**config.mk**
```make
export PLATFORM = sky130hd
export DESIGN_NAME = sdss_top
export DESIGN_NICKNAME = d
export VERILOG_FILES = /design/src/rtl/sdss_sync.v /design/src/rtl/sdss_preset.v /design/src/rtl/sdss_top.v
export VERILOG_INCLUDE_DIRS = /design/src /design/src/rtl
export SDC_FILE = /design/constraint.sdc
export NUM_CORES = 1
export LEC_CHECK = 0
export ABC_AREA = 1
export BUFFER_PORTS_ARGS = -buffer_cell sky130_fd_sc_hd__buf_2
export CORE_MARGIN = 10
export CORE_UTILIZATION = 52
export CTS_BUF_LIST = sky130_fd_sc_hd__clkbuf_4 sky130_fd_sc_hd__clkbuf_8
export DETAILED_ROUTE_END_ITERATION = 8
export GPL_ROUTABILITY_DRIVEN = 0
export PLACE_DENSITY = 0.87
export SYNTH_ARGS = -nofsm -noshare
export SYNTH_HDL_FRONTEND = slang
export SYNTH_SLANG_ARGS = --single-unit
```
**constraint.sdc**
```tcl
create_clock -name clk_i -period 3 [get_ports clk_i]
set_input_delay 0.75 -clock clk_i [delete_from_list [all_inputs] [get_ports clk_i]]
set_output_delay 0.75 -clock clk_i [all_outputs]
set_load 0.01 [all_outputs]
```
**src/rtl/sdss_consts.vh**
```
`ifndef SDSS_CONSTS_VH
`define SDSS_CONSTS_VH

// Register byte offsets
`define SDSS_OFS_SWITCH   4'h0
`define SDSS_OFS_COMMAND  4'h4
`define SDSS_OFS_STATUS   4'h8
`define SDSS_OFS_EVENT    4'hC

// Direct-control command window
`define SDSS_CMD_FIRST    8'h20
`define SDSS_CMD_LAST     8'h2F
`define SDSS_CMD_OUT_JUMP 8'h28

// Switch vector bit positions
`define SDSS_SW_TRACK     0
`define SDSS_SW_SLED      1
`define SDSS_SW_JUMP_POS  2
`define SDSS_SW_JUMP_NEG  3
`define SDSS_SW_KICK_POS  4
`define SDSS_SW_KICK_NEG  5
`define SDSS_SW_WIDTH     6

// Status field positions
`define SDSS_ST_PHASE_LO  8
`define SDSS_ST_PHASE_HI  9
`define SDSS_ST_PIN       12
`define SDSS_ST_TZC       13

// Event field positions
`define SDSS_EV_TZC_RISE  0
`define SDSS_EV_TZC_FALL  1
`define SDSS_EV_REJECT    2

// Reset values
`define SDSS_SW_RESET     6'h00
`define SDSS_CMD_RESET    8'h00

// Synchroniser depth
`define SDSS_SYNC_STAGES  2

// Cycles from reset release until the zero-cross edge history is valid
`define SDSS_PRIME_COUNT  2'h3

`endif

```
**src/rtl/sdss_sync.v**
```verilog
`timescale 1ns/10ps
`default_nettype none

// Two-stage synchroniser for one pin; first stage feeds only the second
module sdss_sync (
	// Clock and reset
	input  wire clk_i,
	input  wire rst_i,
	// Asynchronous pin in, synchronised level out
	input  wire async_i,
	output wire sync_o
);

	reg stage_one;
	reg stage_two;

	// Metastability filter
	always @(posedge clk_i) begin
		if (rst_i) begin
			stage_one <= 1'b0;
			stage_two <= 1'b0;
		end else begin
			stage_one <= async_i;
			stage_two <= stage_one;
		end
	end

	assign sync_o = stage_two;

endmodule // sdss_sync

`default_nettype wire

```
**src/rtl/sdss_preset.v**
```verilog
`timescale 1ns/10ps
`default_nettype none
`include "sdss_consts.vh"

// Preset switch sets for the three direct-control phases.
// Bit order: track, sled, jump+, jump-, kick+, kick-.
module sdss_preset (
	// Low nibble of the loaded command
	input  wire [3:0] index_i,
	// Switch sets for each phase
	output reg  [5:0] phase_one_o,
	output reg  [5:0] phase_two_o,
	output reg  [5:0] phase_three_o
);

	// Loops closed again after a move with an even command nibble
	localparam [5:0] SDSS_LOOPS_ON = 6'h03;

	// Table decode; index bit 3 picks jump versus sled kick
	always @* begin
		phase_one_o   = SDSS_LOOPS_ON;
		phase_two_o   = SDSS_LOOPS_ON;
		phase_three_o = index_i[0] ? 6'h02 : SDSS_LOOPS_ON;
		if (index_i[3]) begin
			// Outward jump accelerates negative, brakes positive
			if (!index_i[2]) begin
				phase_one_o = 6'h0A;
				phase_two_o = 6'h06;
			end else begin
				phase_one_o = 6'h06;
				phase_two_o = 6'h0A;
			end
		end else begin
			// Sled kick then counter kick, tracking left open
			if (!index_i[0]) begin
				phase_one_o = 6'h10;
				phase_two_o = 6'h20;
			end else begin
				phase_one_o = 6'h20;
				phase_two_o = 6'h10;
			end
		end
	end

endmodule // sdss_preset

`default_nettype wire

```
**src/rtl/sdss_top.v**
```verilog
`timescale 1ns/10ps
`default_nettype none
`include "sdss_consts.vh"

module sdss_top (
	// Clock and reset
	input  wire        clk_i,
	input  wire        rst_i,
	// Wishbone slave
	input  wire        cyc_i,
	input  wire        stb_i,
	input  wire        we_i,
	input  wire [3:0]  adr_i,
	input  wire [3:0]  sel_i,
	input  wire [31:0] dat_i,
	output reg  [31:0] dat_o,
	output reg         ack_o,
	// Pins from the drive controller and comparator
	input  wire        direct_control_pin_i,
	input  wire        track_zero_cross_i,
	// Switch drives
	output wire        tracking_loop_switch_o,
	output wire        sled_loop_switch_o,
	output wire        jump_positive_current_switch_o,
	output wire        jump_negative_current_switch_o,
	output wire        sled_kick_positive_switch_o,
	output wire        sled_kick_negative_switch_o,
	// Binarised tracking error, synchronised
	output wire        track_zero_cross_o
);

	// Sequencer phases. The code doubles as the phase field of the
	// status word, so software reads the same numbers as the table.
	// IDLE ignores the pin; PH3 holds its set until the next command or switch write,
	// which keeps a late pin edge from undoing a finished move.
	localparam [1:0] SDSS_IDLE = 2'b00;
	localparam [1:0] SDSS_PH1  = 2'b01;
	localparam [1:0] SDSS_PH2  = 2'b10;
	localparam [1:0] SDSS_PH3  = 2'b11;

	// Switch state and sequencer
	reg  [5:0]  sw;
	reg  [5:0]  next_sw;
	reg  [1:0]  phase;
	reg  [1:0]  next_phase;
	// Command and event registers
	reg  [3:0]  cmd_index;
	reg  [7:0]  last_cmd;
	reg         tzc_prev;
	reg  [2:0]  events;
	reg  [2:0]  next_events;
	reg  [31:0] next_dat;
	reg  [1:0]  prime_cnt;
	// Synchronised pins and preset table
	wire        pin_level;
	wire        tzc_level;
	wire [5:0]  preset_one;
	wire [5:0]  preset_two;
	wire [5:0]  preset_three;
	wire [3:0]  preset_index;
	// Bus decode and command qualification
	wire        bus_req;
	wire        bus_wr;
	wire        wr_switch;
	wire        wr_command;
	wire        wr_event;
	wire        cmd_in_window;
	wire        cmd_accept;
	wire        cmd_reject;
	// Zero-cross edges and start-up hold-off
	wire        prime_done;
	wire        tzc_rise;
	wire        tzc_fall;

	// Both pins are asynchronous to clk_i;
	// each passes two flops before any logic reads it
	sdss_sync u_pin_sync (
		.clk_i   (clk_i),
		.rst_i   (rst_i),
		.async_i (direct_control_pin_i),
		.sync_o  (pin_level)
	);

	sdss_sync u_tzc_sync (
		.clk_i   (clk_i),
		.rst_i   (rst_i),
		.async_i (track_zero_cross_i),
		.sync_o  (tzc_level)
	);

	// Preset table follows the loaded command. The byte being accepted
	// selects its own phase one set, which the index register would
	// only deliver a cycle late, so the index bypasses the register
	// on the accepting cycle.
	assign preset_index = cmd_accept ? dat_i[3:0] : cmd_index;

	sdss_preset u_preset (
		.index_i       (preset_index),
		.phase_one_o   (preset_one),
		.phase_two_o   (preset_two),
		.phase_three_o (preset_three)
	);

	// Bus decode; ack after one wait, dropped the cycle after.
	// Masking the request with ack_o keeps a master that holds stb
	// high through the ack cycle from being taken twice.
	assign bus_req    = cyc_i & stb_i & ~ack_o;
	assign bus_wr     = bus_req & we_i;
	assign wr_switch  = bus_wr & sel_i[0] & (adr_i == `SDSS_OFS_SWITCH);
	assign wr_command = bus_wr & sel_i[0] & (adr_i == `SDSS_OFS_COMMAND);
	assign wr_event   = bus_wr & sel_i[0] & (adr_i == `SDSS_OFS_EVENT);

	// Command window check, range 20h..2Fh. The pin level is the
	// synchronised one, so the pin must be high two cycles ahead of
	// the write for the command to be taken.
	assign cmd_in_window = (dat_i[7:0] >= `SDSS_CMD_FIRST) &&
		(dat_i[7:0] <= `SDSS_CMD_LAST);
	assign cmd_accept = wr_command & cmd_in_window & pin_level;
	// A window command with the pin low loads only last_cmd; like a byte
	// outside the window it only raises the reject event
	assign cmd_reject = wr_command & ~(cmd_in_window & pin_level);

	// Zero-cross edges read the second stage only. Edges are held off
	// until the synchroniser and tzc_prev hold real pin samples, else
	// a comparator idling high would log a false rise after reset.
	assign prime_done = (prime_cnt == `SDSS_PRIME_COUNT);
	assign tzc_rise   = prime_done & tzc_level & ~tzc_prev;
	assign tzc_fall   = prime_done & ~tzc_level & tzc_prev;

	// Start-up hold-off counter; it stops once the pipeline is full,
	// so it costs nothing after the first few cycles
	always @(posedge clk_i) begin
		if (rst_i) begin
			prime_cnt <= 2'h0;
		end else if (!prime_done) begin
			prime_cnt <= prime_cnt + 2'h1;
		end
	end

	// Sequencer and manual switch control. A command wins over a switch
	// write in the same cycle; a switch write hands control back to
	// software and leaves the pin without effect.
	always @* begin
		next_sw    = sw;
		next_phase = phase;
		if (cmd_accept) begin
			next_sw    = preset_one;
			next_phase = SDSS_PH1;
		end else if (wr_switch) begin
			// Manual write leaves pin control
			next_sw    = dat_i[5:0];
			next_phase = SDSS_IDLE;
		end else begin
			case (phase)
				SDSS_IDLE: begin
					// Pin ignored until a command is taken
					next_phase = SDSS_IDLE;
				end
				SDSS_PH1: begin
					// Pin low starts the second phase
					if (!pin_level) begin
						next_sw    = preset_two;
						next_phase = SDSS_PH2;
					end
				end
				SDSS_PH2: begin
					// Pin high again ends on the third set
					if (pin_level) begin
						next_sw    = preset_three;
						next_phase = SDSS_PH3;
					end
				end
				SDSS_PH3: begin
					// Final set holds until a new command or a switch write
					next_phase = SDSS_PH3;
				end
				default: begin
					// Unused code falls back to idle
					next_phase = SDSS_IDLE;
				end
			endcase
		end
	end

	// Sticky events; a new event wins over a same-cycle clear
	always @* begin
		next_events = events;
		// Write one to clear; the set terms below override it
		if (wr_event) begin
			next_events = events & ~dat_i[2:0];
		end
		if (tzc_rise) begin
			next_events[`SDSS_EV_TZC_RISE] = 1'b1;
		end
		if (tzc_fall) begin
			next_events[`SDSS_EV_TZC_FALL] = 1'b1;
		end
		// Rejected commands are flagged so software can retry
		if (cmd_reject) begin
			next_events[`SDSS_EV_REJECT] = 1'b1;
		end
	end

	// Read data mux; unmapped words read zero
	// and unused upper bits of every word read zero too
	always @* begin
		next_dat = 32'h00000000;
		case (adr_i)
			`SDSS_OFS_SWITCH: begin
				// Switch word as written or as preset
				next_dat[5:0] = sw;
			end
			`SDSS_OFS_COMMAND: begin
				// Last byte written, taken or not
				next_dat[7:0] = last_cmd;
			end
			`SDSS_OFS_STATUS: begin
				next_dat[5:0] = sw;
				next_dat[`SDSS_ST_PHASE_HI:`SDSS_ST_PHASE_LO] = phase;
				// Live pin levels as the sequencer sees them
				next_dat[`SDSS_ST_PIN] = pin_level;
				next_dat[`SDSS_ST_TZC] = tzc_level;
			end
			`SDSS_OFS_EVENT: begin
				// Sticky flags, cleared by writing ones
				next_dat[2:0] = events;
			end
			default: begin
				next_dat = 32'h00000000;
			end
		endcase
	end

	// Switch state and sequencer phase; the switches drive the analog
	// side directly, so they change in this process only
	always @(posedge clk_i) begin
		if (rst_i) begin
			sw    <= `SDSS_SW_RESET;
			phase <= SDSS_IDLE;
		end else begin
			sw    <= next_sw;
			phase <= next_phase;
		end
	end

	// Command bytes; the index only follows accepted commands so that
	// a rejected byte cannot disturb a sequence already running
	always @(posedge clk_i) begin
		if (rst_i) begin
			cmd_index <= 4'h0;
			last_cmd  <= `SDSS_CMD_RESET;
		end else begin
			if (wr_command) begin
				last_cmd <= dat_i[7:0];
			end
			if (cmd_accept) begin
				cmd_index <= dat_i[3:0];
			end
		end
	end

	// Edge history and sticky events
	always @(posedge clk_i) begin
		if (rst_i) begin
			tzc_prev <= 1'b0;
			events   <= 3'h0;
		end else begin
			tzc_prev <= tzc_level;
			events   <= next_events;
		end
	end

	// Acknowledge, one cycle per taken request
	always @(posedge clk_i) begin
		if (rst_i) begin
			ack_o <= 1'b0;
		end else begin
			ack_o <= bus_req;
		end
	end

	// Read data stands only with ack and is zero otherwise,
	// so a stale word is never seen between answers
	always @(posedge clk_i) begin
		if (rst_i) begin
			dat_o <= 32'h00000000;
		end else begin
			dat_o <= bus_req ? next_dat : 32'h00000000;
		end
	end

	// Switch drives straight from the state register,
	// so no decode glitch reaches the analog switches
	assign tracking_loop_switch_o         = sw[`SDSS_SW_TRACK];
	assign sled_loop_switch_o             = sw[`SDSS_SW_SLED];
	assign jump_positive_current_switch_o = sw[`SDSS_SW_JUMP_POS];
	assign jump_negative_current_switch_o = sw[`SDSS_SW_JUMP_NEG];
	assign sled_kick_positive_switch_o    = sw[`SDSS_SW_KICK_POS];
	assign sled_kick_negative_switch_o    = sw[`SDSS_SW_KICK_NEG];
	assign track_zero_cross_o             = tzc_level;

endmodule // sdss_top

`default_nettype wire

```
# Word-level counts from Yosys, hierarchy flattened
# Index checks and enable logic that the tools add are counted.
# totals
reg_bits	63
latch_bits	0
mem_bits_rw	0
mem_bits_ro	0
input_bits	47
output_inout_bits	40
elab_cells	97
memories	0
# classes
addsub	1
mul	0
n_div	0
n_lt_le_gt_ge	2
eq_ne	11
shifts	0
n_mux	24
n_bitwise	24
reduce_logical	15
# op_table
op	count
$mux W6	8
$and A1 B1 Y1	15
$mux W4	3
$pmux W6 S2	1
$pmux W3 S3	1
$reduce_or A3 Y1	3
$eq A4 B4 Y1 const B	2
$ge A8 B6 Y1 const B	1
$le A8 B6 Y1 const B	1
$pmux W2 S4	1
$not A1 Y1	7
$eq A2 B2 Y1 const B	3
$mux W1	6
$pmux W3 S2	1
$reduce_bool A2 Y1	3
$eq A4 B3 Y1 const B	1
$logic_not A4 Y1	1
$mux W2	2
$ne A4 B3 Y1 const B	1
$ne A4 B4 Y1 const B	1
$reduce_and A2 Y1	2
$reduce_bool A4 Y1	1
$reduce_or A2 Y1	2
$and A3 B3 Y3	1
9 further kinds	9

# Longest topological paths before layout
# logic_depth
word_depth	14
depth_mapped	12
mapped_depth_nobuf	12

# Modules after synthesis
# Synthesis repeated with hierarchy kept, for this count alone.
# unflattened
cells_unflattened	324
area_unflattened_um2	2341.0
# by_module_without_submodules
mod	instances	cells_each	area_each_um2	seq_area_each_um2
sdss_top	1	290	2097.0	780.7
sdss_preset	1	22	133.9	0.0
sdss_sync	2	6	55.1	40.0

# Worst setup path after synthesis
# Ideal clock, no wire load.
# synth_path
kind	input -> register
startpoint	input port adr_i[1]
endpoint	register sw[5]
setup_ps	128
t_arrival_ps	1712
t_required_ps	2872
setup_slack_ps	1161
cell_stages	10
n_path_buf	0
path_cell_list	nor2_4 -> nand3_1 -> nor2_4 -> nand3_1 -> nand2_2 -> inv_2 -> nand3_1 -> nand2_1 -> a21oi_1 -> nor2_1
# synth_between
elab_chain_cells	11
word_cells_on_any_way	19
classes_between	3 x eq/ne; 9 x mux; 4 x bitwise; 3 x reduce/logical
# synth_rtl
item	line_no	text
start, declared	sdss_top.v:13	input wire [3:0] adr_i,
$eq A4 B3 Y1	--	
$and A1 B1 Y1	sdss_top.v:110	assign wr_command = bus_wr & sel_i[0] & (adr_i == `SDSS_OFS_COMMAND);
$and A1 B1 Y1 (2 in series)	sdss_top.v:118	assign cmd_accept = wr_command & cmd_in_window & pin_level;
$mux W4	--	
$mux W6	sdss_preset.v:35	if (!index_i[0]) begin
$mux W6	sdss_preset.v:24	if (index_i[3]) begin
$mux W6	sdss_top.v:161	if (!pin_level) begin
$pmux W6 S2	sdss_top.v:154	case (phase)
$mux W6	sdss_top.v:149	end else if (wr_switch) begin
$mux W6	sdss_top.v:146	if (cmd_accept) begin
end signal, assigned	sdss_top.v:238	sw <= `SDSS_SW_RESET;
end signal, assigned	sdss_top.v:241	sw <= next_sw;
end, declared	sdss_top.v:42	reg [5:0] sw;
# Several ways; a longest one is shown, not always the timed one. The select of a mux whose other input is x is not followed.
# A chain may end at the register's enable or synchronous reset.

# Final worst setup path
# Same ends and word-level chain as after synthesis.

==> run summary <==
Status = finished clean
Filler cell count = 348
Root buffer cell = clkbuf_8
Setup TNS = 0 ps
Layout cells sized above 1 = 0.228
Pin count of the biggest net entering global routing = 23
Synth top area share = 0.423
DRT iter0 DRCs = 103
Setup Crit Path Kind = in2reg
Diode count = 0
First-pass GRT wire length = 7.40 mm
Ys async rst share = 0
Worst-path fanout max = 17
Mapped cell area = 1990 um2
EDFF count, synth = 0
Initial antenna violation count = 0
Endpoints failing setup = 0
Vias in the first global route = 1673
Min Tclk post-route = 2080 ps
Clk_lat worst skew = 290 ps
Final clock skew = 9.30 ps
Final setup margin = 921 ps
Sequential fraction of the synthesis area = 0.423
Starting Density = 0.538
Number of H-tree levels = 2
Hold Worst Slack = 407 ps
Vias per inst = 4.78
Setup crit start kind = input port
Most numerous cell in the Yosys netlist = nand2_1
Hold-fix buffers, CTS = 0
Yosys reg bits = 42
Detail Route Antenna Nets = 0
Hold Crit Class = reg2reg
Reg clk slew, reported paths = 70 ps
# IOs = 87
# rows = 22
Placed cells = 342
DIE HEIGHT = 81.8 um
Die Width = 81.8 um
Global-route usage over all layers = 0.138
Commonest cells post-synth = nand2_1 (44), dfxtp_1 (42), inv_1 (37), nor2_1 (21), buf_4 (20)
Total number of vias = 1672
Largest area contributor in the netlist = dfxtp_1
Crit share post-route = 0.693
Critical Path RT = 3170 ps
DP Worst Slack = 611 ps
Detailed Routing Iterations Pass 1 = 4
Ys flop type = dfxtp_1
Final non-filler cell total = 350
Worst vdd ir = 343 uV
PD cells = 561 nW/um2
Total gr overflow = 0
Die area = 6690 um2
CTS tree = done
Crit path DAT = 2250 ps
Hold Vio Cnt, Final = 0
Remaining DRCs = 0
Syn. warnings = 0
Final Max Tran Viols = 0
WL/cell = 12.7 um
Distinct cells, synth = 32
Post-cts sizing count = 0
Peak Freq = 481 MHz
Synth Instances = 260
CTS Buffer Depth = 2
LEAKAGE = 1.12 nW
Crit. End Element = flop
Clock sinks = 42
CORE AREA = 3690 um2
Number of max-cap violations = 0
Area growth syn-to-layout = 12.5%
Num CTS Buffers = 5
Post-Syn Area per Cell = 7.64 um2
I/O Buffers = 39
Synth top area cells = dfxtp_1 (42%), nand2_1 (8.3%), buf_4 (7.6%)
NumNets Final = 353
Dpl hpwl = 3.45 mm
RSZ-0062 raised after global routing = no
Overall routed net length = 4.44 mm
Post-CTS Setup Inserts = 0
## worst paths after layout
kind,to,slack (ps),cells after the start,from
setup reg to reg,sw[5],1290,11,phase[0]
setup / recovery,sw[5],920,11,adr_i[1]
hold reg to reg,u_pin_sync.sync_o,410,2,u_pin_sync.stage_one
hold / removal,u_pin_sync.sync_o,410,2,u_pin_sync.stage_one
## stage by stage
| step | util | total power, mW | instance area, um2 |
|---|---|---|---|
| 2_1_floorplan | - | 0.831 | 2060 |
| 4_1_cts | 0.605 | 1.26 | 2230 |
| 6_report | 0.605 | 1.25 | 2230 |
| 3_5_place_dp | 0.580 | 0.892 | 2140 |
| 5_1_grt | 0.605 | 1.33 | 2230 |
| 3_3_place_gp | 0.580 | 0.883 | 2140 |
## layout make-up
type                       instances  area [um2]  share of cell area
multi-input combinational        168         873               0.391
sequential                        42         841               0.376
timing repair buffer              39         195              0.0874
inverter                          45         169              0.0756
clock buffer                       6        82.6              0.0370
tap                               48        60.1              0.0269
clock inverter                     2        12.5             0.00560
## routing by layer
metal / up-vias / track usage / share of wire
li1: 861 / - / -
met1: 749 / 0.162 / 0.41
met2: 55 / 0.228 / 0.47
met3: 7 / 0.0469 / 0.10
met4: 0 / 0.0493 / 0.018
met5: - / 0 / 0
## placed cells by master (no fill, tap or decap)
cell / instances
buf_2: 39
nand2_1: 44
o21ai_1: 3
nand3_1: 15
nor2_2: 2
nand3_4: 1
nand3_2: 2
clkinv_2: 1
nor2_1: 21
a211oi_1: 1
a21oi_1: 18
clkbuf_8: 6
nor2_4: 3
conb_1: 20
xor2_1: 1
inv_2: 8
o22ai_1: 2
nor3_1: 1
a32o_1: 2
ha_1: 5
o221ai_1: 1
inv_1: 37
o21ai_2: 1
clkinvlp_4: 1
nand2_2: 4
nand3b_1: 1
o211ai_1: 2
nor2_8: 1
dfxtp_1: 42
o21ai_0: 16
a2111oi_0: 1
## sequential cells by signal, indices dropped and copies added, names as in the netlist
signal and cells:
u_pin_sync.stage_one 1, last_cmd 8, u_pin_sync.sync_o 1, u_tzc_sync.stage_one 1, phase 2, sw 6, prime_cnt 2, cmd_index 3
dat_o 12, events 3, u_tzc_sync.sync_o 1, tzc_prev 1, ack_o 1
## kinds of logic after synthesis
family / Yosys count / share of synthesized area
other: 1 / 0.00189
buffers and inverters: 69 / 0.173
AO/OA/AOI/OAI: 47 / 0.134
flip-flops: 42 / 0.423
adder cells (fa/ha/maj): 5 / 0.0315
AND/OR/NAND/NOR: 95 / 0.232
XOR/XNOR: 1 / 0.00441
## worst max-delay path: stages
cell and delay (ps):
buf_2 110, nor2_4 130, nand3_1 140, nor2_4 350, nand3_1 210, nand2_2 190, inv_2 50, nand3_1 70
nand2_1 50, a21oi_1 140, nor2_1 50
## report_power, final
group | switching (mW) | internal [mW] | leakage [nW]
clock | 0.187 | 0.185 | 0.0472
sequential | 0.0261 | 0.596 | 0.340
combinational | 0.168 | 0.0913 | 0.735
Power figures use the tool's default switching activity.
